`src/rtl/pmic_pkg.sv`:
```
// Constants, register map and carrier types of the input control block.
// Assumes one clock domain and a 32-bit APB master.
package pmic_pkg;

    // ----------------------------------------------------------------
    // Register offsets (byte addresses)
    // ----------------------------------------------------------------
    localparam int unsigned    PMIC_AW          = 12;
    localparam logic [11:0]    PMIC_OFF_CTRL    = 12'h000;
    localparam logic [11:0]    PMIC_OFF_OUTSEL  = 12'h004;
    localparam logic [11:0]    PMIC_OFF_STATUS  = 12'h008;
    localparam logic [11:0]    PMIC_OFF_IRQ_ST  = 12'h00c;
    localparam logic [11:0]    PMIC_OFF_IRQ_MSK = 12'h010;

    // ----------------------------------------------------------------
    // Control register fields
    // ----------------------------------------------------------------
    localparam int unsigned    CTRL_MODE_LSB    = 0;
    localparam int unsigned    CTRL_MODE_MSB    = 3;
    localparam int unsigned    CTRL_CAM_POL     = 4;
    localparam int unsigned    CTRL_FORCE_FWD   = 5;
    localparam int unsigned    CTRL_FORCE_REV   = 6;
    localparam int unsigned    CTRL_STOP_SLOW   = 7;
    localparam int unsigned    CTRL_FWD_MAPPED  = 8;
    localparam int unsigned    CTRL_REV_MAPPED  = 9;
    localparam int unsigned    CTRL_W           = 10;
    localparam logic [9:0]     CTRL_RST         = 10'h300;
    localparam logic [3:0]     MODE_HOME_RETURN = 4'h7;

    // ----------------------------------------------------------------
    // Output pin assignment: one byte per pin
    // ----------------------------------------------------------------
    localparam int unsigned    OUT_PINS         = 4;
    localparam int unsigned    OUT_CODE_W       = 8;
    localparam logic [7:0]     FUNC_NONE        = 8'h00;
    localparam logic [7:0]     FUNC_FAULT       = 8'h03;
    localparam logic [7:0]     FUNC_WARNING     = 8'h07;
    localparam logic [7:0]     FUNC_TRAVEL_DONE = 8'h18;
    localparam logic [31:0]    OUTSEL_RST       = 32'h0007_1803;

    // ----------------------------------------------------------------
    // Interrupt bits, status fields and warning codes
    // ----------------------------------------------------------------
    localparam int unsigned    IRQ_FSTOP        = 0;
    localparam int unsigned    IRQ_STROKE       = 1;
    localparam int unsigned    IRQ_ALARM        = 2;
    localparam int unsigned    IRQ_CAM          = 3;
    localparam int unsigned    IRQ_W            = 4;
    localparam logic [7:0]     WARN_NONE        = 8'h00;
    localparam logic [7:0]     WARN_STROKE      = 8'h63;
    localparam int unsigned    ST_WARN_LSB      = 16;
    localparam int unsigned    SYNC_W           = 8;

    // ----------------------------------------------------------------
    // Carrier types
    // ----------------------------------------------------------------
    typedef struct packed {
        logic auto_manual_select;
        logic prog_select_bit3;
        logic prog_select_bit2;
        logic prog_select_bit1;
        logic forced_stop_input;
        logic prox_cam_input;
        logic fwd_stroke_end_input;
        logic rev_stroke_end_input;
    } pmic_pins_t;

    typedef struct packed {
        logic       run_auto;
        logic       run_jog;
        logic       home_return_mode;
        logic [2:0] prog_number;
        logic       power_stage_on;
        logic       dyn_brake;
        logic       sudden_stop;
        logic       slow_stop;
        logic       servo_lock;
        logic       allow_ccw;
        logic       allow_cw;
        logic       cam_detect;
    } pmic_drive_t;

    typedef enum logic [1:0] {
        PMIC_RUN   = 2'b01,
        PMIC_FSTOP = 2'b10
    } pmic_state_t;

endpackage

```
`src/rtl/pmic_top.sv`:
```
// Mode, forced stop, stroke-end and cam handling with APB registers.
// Assumes async pins; alarm and travel status from pclk logic.
//
// Behaviour
// RULE_01: Select high runs automatic program mode, low runs jog.
// RULE_02: Host sets mode digit 7, select high, program with home-return command.
// RULE_03: Three program-select inputs choose the automatic program number.
// RULE_04: Fault output on without alarm, off with one.
// RULE_05: Unmapped stroke-end inputs read as always on.
// RULE_06: Travel-complete reaches an output pin only with assignment code 24.
// RULE_07: Forced-stop input off enters forced stop: power stage off, brake on.
// RULE_08: Forced stop clears when the forced-stop input returns on.
// RULE_09: Host drives forced-stop input on before starting any operation.
// RULE_10: By default the cam is detected while its input is off.
// RULE_11: A polarity bit chooses off or on as the cam detected level.
// RULE_12: Motion only with stroke ends on; one off stops suddenly, servo-locked.
// RULE_13: A configuration bit selects the stroke-end stopping method.
// RULE_14: Configuration bits force either stroke end on regardless of pin.
// RULE_15: A stroke end off raises warning 99 and drops the warning output.
// RULE_16: Warning output reaches a pin only via an assignment code.
// RULE_17: Four assignment bytes choose each output pin's function.
// RULE_18: Forward end off blocks CCW, reverse end off blocks CW; moving away allowed.
//
// The implementer's own choices: the register offsets and register access over APB.

`timescale 1ns/1ps

module pmic_top (
    // Clock and reset
    input  wire logic                 pclk,
    input  wire logic                 presetn,
    // APB slave
    input  wire logic                 psel,
    input  wire logic                 penable,
    input  wire logic                 pwrite,
    input  wire logic [11:0]          paddr,
    input  wire logic [31:0]          pwdata,
    output logic      [31:0]          prdata,
    output logic                      pready,
    output logic                      pslverr,
    // Discrete input pins (asynchronous)
    input  wire pmic_pkg::pmic_pins_t pins,
    // Status from the drive core (pclk domain)
    input  wire logic                 alarm_active,
    input  wire logic                 travel_done,
    // Commands to the drive core
    output pmic_pkg::pmic_drive_t     drive,
    // Discrete outputs
    output logic                      fault_output,
    output logic                      warning_output,
    output logic      [7:0]           warning_code,
    output logic      [3:0]           out_pins,
    // Interrupt
    output logic                      irq
);
    import pmic_pkg::*;

    // ----------------------------------------------------------------
    // Input synchronisers
    // ----------------------------------------------------------------
    logic [SYNC_W-1:0] pin_vec;
    logic [SYNC_W-1:0] sync1;
    logic [SYNC_W-1:0] sync2;
    logic [SYNC_W-1:0] sync3;
    logic [SYNC_W-1:0] filt;

    pmic_pins_t        pin_s;

    assign pin_vec = pins;
    assign pin_s   = filt;

    // Three stages; a change counts once stages two and three agree
    genvar gi;
    generate
        for (gi = 0; gi < SYNC_W; gi++) begin : g_sync
            always_ff @(posedge pclk or negedge presetn) begin
                if (!presetn) begin
                    sync1[gi] <= 1'b0;
                    sync2[gi] <= 1'b0;
                    sync3[gi] <= 1'b0;
                    filt[gi]  <= 1'b0;
                end else begin
                    sync1[gi] <= pin_vec[gi];
                    sync2[gi] <= sync1[gi];
                    sync3[gi] <= sync2[gi];
                    if (sync2[gi] == sync3[gi]) begin
                        filt[gi] <= sync3[gi];
                    end
                end
            end
        end
    endgenerate

    // ----------------------------------------------------------------
    // Configuration registers
    // ----------------------------------------------------------------
    logic [CTRL_W-1:0] ctrl;
    logic [31:0]       outsel;
    logic [IRQ_W-1:0]  irq_status;
    logic [IRQ_W-1:0]  irq_mask;
    logic [IRQ_W-1:0]  irq_event;

    logic              wr_en;
    logic              setup;

    logic [3:0]        operation_mode_param;
    logic              cam_polarity_param;
    logic              stroke_stop_method_param;
    logic [1:0]        auto_on_input_param;

    assign operation_mode_param     = ctrl[CTRL_MODE_MSB:CTRL_MODE_LSB];
    assign cam_polarity_param       = ctrl[CTRL_CAM_POL];
    assign stroke_stop_method_param = ctrl[CTRL_STOP_SLOW];
    assign auto_on_input_param      = {ctrl[CTRL_FORCE_REV], ctrl[CTRL_FORCE_FWD]};

    // Write lands only at the completing access edge
    assign wr_en = psel && penable && pready && pwrite && !pslverr;
    assign setup = psel && !penable;

    // Control and output registers
    always_ff @(posedge pclk or negedge presetn) begin
        if (!presetn) begin
            ctrl     <= CTRL_RST;
            outsel   <= OUTSEL_RST;
            irq_mask <= '0;
        end else if (wr_en) begin
            if (paddr == PMIC_OFF_CTRL) begin
                ctrl <= pwdata[CTRL_W-1:0]; // see RULE_13 see RULE_14
            end
            if (paddr == PMIC_OFF_OUTSEL) begin
                outsel <= pwdata; // see RULE_17
            end
            if (paddr == PMIC_OFF_IRQ_MSK) begin
                irq_mask <= pwdata[IRQ_W-1:0];
            end
        end
    end

    // ----------------------------------------------------------------
    // Effective input levels
    // ----------------------------------------------------------------
    logic fwd_eff;
    logic rev_eff;

    logic cam_now;
    logic any_stroke_off;

    // Unmapped or forced stroke ends read as on, so wiring can be left open
    assign fwd_eff = !ctrl[CTRL_FWD_MAPPED] || auto_on_input_param[0]
                     || pin_s.fwd_stroke_end_input; // see RULE_05 see RULE_14
    assign rev_eff = !ctrl[CTRL_REV_MAPPED] || auto_on_input_param[1]
                     || pin_s.rev_stroke_end_input; // see RULE_05 see RULE_14
    assign any_stroke_off = !fwd_eff || !rev_eff;

    // Detected level: off by default, on with polarity set
    assign cam_now = cam_polarity_param ? pin_s.prox_cam_input
                                        : !pin_s.prox_cam_input; // see RULE_10 see RULE_11

    // ----------------------------------------------------------------
    // Forced-stop state machine
    // ----------------------------------------------------------------
    pmic_state_t state;

    pmic_state_t next_state;

    // Starts stopped: the stop input is active when off, so silence is unsafe
    always_comb begin
        next_state = state;
        unique case (state)
            PMIC_RUN: begin
                if (!pin_s.forced_stop_input) begin
                    next_state = PMIC_FSTOP; // see RULE_07
                end
            end
            PMIC_FSTOP: begin
                if (pin_s.forced_stop_input) begin
                    next_state = PMIC_RUN; // see RULE_08 see RULE_09
                end
            end
            default: next_state = PMIC_FSTOP;
        endcase
    end

    always_ff @(posedge pclk or negedge presetn) begin
        if (!presetn) begin
            state <= PMIC_FSTOP;
        end else begin
            state <= next_state;
        end
    end

    // ----------------------------------------------------------------
    // Drive commands
    // ----------------------------------------------------------------
    logic home_sel;

    assign home_sel = pin_s.auto_manual_select
                      && (operation_mode_param == MODE_HOME_RETURN); // see RULE_02

    // All commands registered so the core sees glitch-free levels
    always_ff @(posedge pclk or negedge presetn) begin
        if (!presetn) begin
            drive <= '0;
        end else begin
            drive.run_auto         <= pin_s.auto_manual_select && !home_sel; // see RULE_01
            drive.run_jog          <= !pin_s.auto_manual_select; // see RULE_01
            drive.home_return_mode <= home_sel;
            drive.prog_number      <= {pin_s.prog_select_bit3, pin_s.prog_select_bit2,
                                       pin_s.prog_select_bit1}; // see RULE_03

            drive.power_stage_on   <= (next_state == PMIC_RUN); // see RULE_07
            drive.dyn_brake        <= (next_state == PMIC_FSTOP); // see RULE_07

            drive.sudden_stop      <= any_stroke_off && !stroke_stop_method_param; // see RULE_12
            drive.slow_stop        <= any_stroke_off && stroke_stop_method_param; // see RULE_13
            drive.servo_lock       <= any_stroke_off; // see RULE_12
            drive.allow_ccw        <= fwd_eff && (next_state == PMIC_RUN); // see RULE_18
            drive.allow_cw         <= rev_eff && (next_state == PMIC_RUN); // see RULE_18
            drive.cam_detect       <= cam_now;
        end
    end

    // ----------------------------------------------------------------
    // Fault and warning outputs
    // ----------------------------------------------------------------
    // Warning output is low while the stroke warning stands
    always_ff @(posedge pclk or negedge presetn) begin
        if (!presetn) begin
            fault_output   <= 1'b0;
            warning_output <= 1'b1;
            warning_code   <= WARN_NONE;
        end else begin
            fault_output   <= !alarm_active; // see RULE_04
            warning_output <= !any_stroke_off; // see RULE_15
            warning_code   <= any_stroke_off ? WARN_STROKE : WARN_NONE; // see RULE_15
        end
    end

    // Each pin shows the function its byte selects
    generate
        for (gi = 0; gi < OUT_PINS; gi++) begin : g_outpin
            logic [OUT_CODE_W-1:0] code;
            assign code = outsel[gi*OUT_CODE_W +: OUT_CODE_W];
            always_ff @(posedge pclk or negedge presetn) begin
                if (!presetn) begin
                    out_pins[gi] <= 1'b0;
                end else begin
                    unique case (code)
                        FUNC_FAULT:       out_pins[gi] <= !alarm_active;
                        FUNC_WARNING:     out_pins[gi] <= !any_stroke_off; // see RULE_16
                        FUNC_TRAVEL_DONE: out_pins[gi] <= travel_done; // see RULE_06
                        default:          out_pins[gi] <= 1'b0;
                    endcase
                end
            end
        end
    endgenerate

    // ----------------------------------------------------------------
    // Interrupts
    // ----------------------------------------------------------------
    logic fstop_q;
    logic stroke_q;
    logic alarm_q;
    logic cam_q;

    // Edge history for event detection
    always_ff @(posedge pclk or negedge presetn) begin
        if (!presetn) begin
            fstop_q  <= 1'b1;
            stroke_q <= 1'b0;
            alarm_q  <= 1'b0;
            cam_q    <= 1'b0;
        end else begin
            fstop_q  <= (state == PMIC_FSTOP);
            stroke_q <= any_stroke_off;
            alarm_q  <= alarm_active;
            cam_q    <= cam_now;
        end
    end

    always_comb begin
        irq_event             = '0;
        irq_event[IRQ_FSTOP]  = (state == PMIC_FSTOP) && !fstop_q;
        irq_event[IRQ_STROKE] = any_stroke_off && !stroke_q; // see RULE_15
        irq_event[IRQ_ALARM]  = alarm_active && !alarm_q;
        irq_event[IRQ_CAM]    = cam_now && !cam_q;
    end

    // Set beats a write-one-to-clear in the same cycle
    always_ff @(posedge pclk or negedge presetn) begin
        if (!presetn) begin
            irq_status <= '0;
        end else if (wr_en && (paddr == PMIC_OFF_IRQ_ST)) begin
            irq_status <= (irq_status & ~pwdata[IRQ_W-1:0]) | irq_event;
        end else begin
            irq_status <= irq_status | irq_event;
        end
    end

    always_ff @(posedge pclk or negedge presetn) begin
        if (!presetn) begin
            irq <= 1'b0;
        end else begin
            irq <= |(next_irq_status() & irq_mask);
        end
    end

    // Next status, so irq moves with status
    function automatic logic [IRQ_W-1:0] next_irq_status();
        logic [IRQ_W-1:0] v;

        v = irq_status | irq_event;
        if (wr_en && (paddr == PMIC_OFF_IRQ_ST)) begin
            v = (irq_status & ~pwdata[IRQ_W-1:0]) | irq_event;
        end
        return v;
    endfunction

    // ----------------------------------------------------------------
    // APB read path
    // ----------------------------------------------------------------
    logic [31:0] status_word;
    logic [31:0] next_rdata;
    logic        next_err;

    always_comb begin
        status_word         = '0;
        status_word[0]      = drive.run_auto;
        status_word[1]      = drive.home_return_mode;
        status_word[4:2]    = drive.prog_number;

        status_word[5]      = (state == PMIC_FSTOP);
        status_word[6]      = cam_now;
        status_word[7]      = fwd_eff;
        status_word[8]      = rev_eff;

        status_word[9]      = fault_output;
        status_word[10]     = warning_output;
        status_word[11]     = drive.run_jog;

        status_word[ST_WARN_LSB +: 8] = warning_code;
    end

    always_comb begin
        next_rdata = '0;
        next_err   = 1'b0;
        unique case (paddr)
            PMIC_OFF_CTRL:    next_rdata[CTRL_W-1:0] = ctrl;
            PMIC_OFF_OUTSEL:  next_rdata = outsel;
            PMIC_OFF_STATUS:  next_rdata = status_word;
            PMIC_OFF_IRQ_ST:  next_rdata[IRQ_W-1:0] = irq_status;
            PMIC_OFF_IRQ_MSK: next_rdata[IRQ_W-1:0] = irq_mask;
            default:          next_err = 1'b1;
        endcase
    end

    // Answer is prepared in setup, so every access completes with no wait state
    always_ff @(posedge pclk or negedge presetn) begin
        if (!presetn) begin
            pready  <= 1'b0;
            pslverr <= 1'b0;
            prdata  <= '0;
        end else if (setup) begin
            pready  <= 1'b1;
            pslverr <= next_err;
            prdata  <= pwrite ? 32'h0000_0000 : next_rdata;
        end else begin
            pready  <= 1'b0;
            pslverr <= 1'b0;
        end
    end

endmodule // pmic_top

```
`config.mk`:
```
export PLATFORM = sky130hd
export DESIGN_NAME = pmic_top
export DESIGN_NICKNAME = d
export VERILOG_FILES = /design/src/rtl/pmic_pkg.sv /design/src/rtl/pmic_top.sv
export SDC_FILE = /design/constraint.sdc
export NUM_CORES = 1
export LEC_CHECK = 0
export ABC_AREA = 1
export BUFFER_PORTS_ARGS = -buffer_cell sky130_fd_sc_hd__clkbuf_2
export CAP_MARGIN = 5
export CORE_ASPECT_RATIO = 0.75
export CORE_MARGIN = 4
export CORE_UTILIZATION = 49
export DETAILED_ROUTE_END_ITERATION = 10
export PLACE_DENSITY_LB_ADDON = 0.2
export SYNTH_ARGS = -nofsm -noshare
export SYNTH_HDL_FRONTEND = slang
export SYNTH_SLANG_ARGS = --single-unit
```
`constraint.sdc`:
```
create_clock -name pclk -period 1.3 [get_ports pclk]
set_input_delay 0.065 -clock pclk [delete_from_list [all_inputs] [get_ports pclk]]
set_output_delay 0.065 -clock pclk [all_outputs]
set_load 0.05 [all_outputs]
```
==> qor.txt <==
Slew Limit Fails - 0
die footprint - 13800 um^2
hold crit path type - input pin to flop
placement row count - 34
Seq/Total Area, Yosys - 60.6%
Reg2Reg Setup Slack - -0.18 ns
failing checks - negative setup slack
WS Path Type - flop to flop
Pleak - 0.00428 uW
vias per cell - 5.33
drt total wl - 17500 um
antenna violations before repair - 0
Final Cycle Share - 114%
detailed-route DRC error count - 0
post-layout instance area - 8610 um^2
crit path from - ctrl[9]$_DFFE_PN1P_
first-pass GRT wire length - 24800 um
clock skew - 0.00659 ns
largest net degree at the start of global routing - 40
Fmax - 675 MHz
multi-input logic area - 2210 um^2
die height - 103 um
syn_area_per_cell - 10.1 um^2
fin crit period - 1.48 ns
vias in the first global route - 5001
later-pin clock latency in the skew report - 0.42 ns
fill count - 754
min-delay src - pwrite
status - finished, violations left
Synth Warn # - 0
core occupancy in the finished layout - 74.1%
Inst Count DP - 865
arrival time worst endpoint - 1.84 ns
Flop pwr share - 41.7%
final hold violation count - 0
reg2reg start - ctrl[9]$_DFFE_PN1P_
Antenna diodes - 0
Final Setup Violations - 13
area delta synth->final - 47.2%
share of cells above drive strength 1 - 41.6%
total power - 11200 uW
Congestion Overflow GR - 0
Starting Density - 50.4%
post-route insts no fill - 962
root buffer cell - clkbuf_16
total I/O pin count - 122
Yosys cell types - 39
startpoint type of the worst setup path - flop
FF-to-FF path depth - 11
# H-tree levels - 4
WHS - 0.117 ns
DR vias - 5129
P_int - 8250 uW
Mapped Area - 5850 um^2
FF+latch count, synth - 141
GRT Total Usage - 23.2%
Cells after Synth - 579
placer congestion estimate - 0.877
CP max FO - 4
Max clock buf depth - 2
drt first pass iters - 6
clk sinks - 141
nets - 848
CP required - 1.66 ns
commonest non-fill, non-tap cell in the layout - dfrtp_1
pwr dens - 1300 nW/um^2
Die X - 134 um
WL/cell - 18.2 um
Worst setup EP type - flop
Max-Cap Viols - 0
R2R Path End - irq$_DFF_PN0_
combinational power share - 13.4%
Post-DP HPWL - 10400 um
CTS Buf Count - 17
ANT nets after route - 0
VDD IR max - 1.07 mV
Worst-path clk slew - 0.06 ns
placed cell area - 6810 um^2
Sw Ratio - 26.5%
sequential cell area - 3550 um^2
CTS tree - built
Clk network pwr share - 44.9%
sw power - 2970 uW
DRT iter0 DRCs - 458
worst setup margin - -0.182 ns
Critical Path End - irq$_DFF_PN0_
core area - 11600 um^2
RSZ-0062 raised after global routing - true
most frequent cells in the layout - 126 x dfrtp_1, 112 x clkbuf_2, 108 x nand2_1
I/O Buffers - 117
[worst min path at each step]
stage                                        to  slack, ns  cells after the start
after detailed placement        cam_q$_DFF_PN0_      0.009                      1
after floorplan               alarm_q$_DFF_PN0_      -0.23                      0
after global placement          cam_q$_DFF_PN0_       0.01                      1
after CTS                 out_pins[1]$_DFF_PN0_       0.10                      3
final                     prdata[6]$_DFFE_PN0P_       0.12                      5
after global routing      prdata[4]$_DFFE_PN0P_       0.13                      5
[metrics by stage]
stage	setup TNS [ns]	worst slack, ns
2_1_floorplan	-0.490	-0.0275
3_3_place_gp	-0.521	-0.228
3_5_place_dp	-1.30	-0.190
4_1_cts	-1.76	-0.121
5_1_grt	-2.24	-0.267
6_report	-0.877	-0.182
[metal layers]
| layer | global-route usage [%] | wire length (um) | vias up |
|---|---|---|---|
| met2 | 38.3 | 8220 | 274 |
| met4 | 7.51 | 505 | 0 |
| met1 | 30.8 | 7290 | 2529 |
| met3 | 5.85 | 1490 | 46 |
| li1 | - | - | 2280 |
| met5 | 0 | 0 | - |
[cell usage after synthesis (all sizes together)]
cell type	count	area share [%]
clkbuf	3	0.19
nor4b	4	0.60
nand3b	1	0.13
maj3	8	1.4
o21ai	42	3.6
xor2	1	0.15
a32o	16	2.7
dfrtp	129	55
buf	31	4.4
nor3	4	0.34
a22o	4	0.60
nand2	127	8.7
nand4	4	0.43
a31oi	2	0.21
ha	2	0.43
dfstp	12	5.4
a21oi	27	2.6
nand3	13	1.2
conb	1	0.064
a41oi	6	0.90
nor2	58	4.9
or2	5	0.58
o211ai	3	0.39
and3	2	0.21
inv	74	4.8
[power by group through the flow]
stage                     registers, uW  logic, uW  clock network [uW]
after floorplan                    4880        442                   0
after global placement             4750       1030                   0
after detailed placement           4750       1060                   0
after CTS                          4680       1390                5060
after global routing               4700       1600                5310
final                              4680       1500                5040
[critical path, stage by stage (launching register included)]
cell and delay (ns):
dfstp_2 0.54, inv_2 0.04, nor2_2 0.10, nand2_2 0.10
nand2_4 0.10, inv_2 0.04, or2_0 0.19, nand2_1 0.10
nand2_1 0.06, nand2_1 0.05, inv_1 0.04, nand2_1 0.06
[sequential cells by signal (all words and copies together), names as in the netlist, 2 cells and up]
signal,count
drive,12
irq_mask,4
prdata,32
out_pins,4
sync2,8
sync1,8
sync3,8
filt,8
state,2
ctrl,10
irq_status,4
outsel,32
[final cells by class]
| type | instances | share of cell area (%) |
|---|---|---|
| sequential | 141 | 41.2 |
| multi-input combinational | 334 | 25.6 |
| timing repair buffer | 219 | 20.4 |
| inverter | 74 | 3.31 |
| clock buffer | 17 | 4.94 |
| clock inverter | 15 | 2.19 |
| tap | 162 | 2.35 |
[what timing repair did]
item / 4_1_cts / 5_1_grt
setup buffers: 5 / 11
setup endpoints to repair: 30 / 71
endpoints found under the hold margin: 193 / 0
hold buffers: 44 / 0
pin swaps: 7 / 15
gates resized for setup: 35 / 89
gates cloned: 1 / 9
[cell families after synthesis]
logic type / count (synthesis) / share of synthesized area (%)
AND/OR/NAND/NOR: 218 / 17.1
flip-flops: 141 / 60.6
buffers and inverters: 108 / 9.35
AO/OA/AOI/OAI: 100 / 11.0
adder cells (fa/ha/maj): 10 / 1.80
XOR/XNOR: 1 / 0.150
other: 1 / 0.0641
Note: power is estimated with default switching activity, not from simulation.
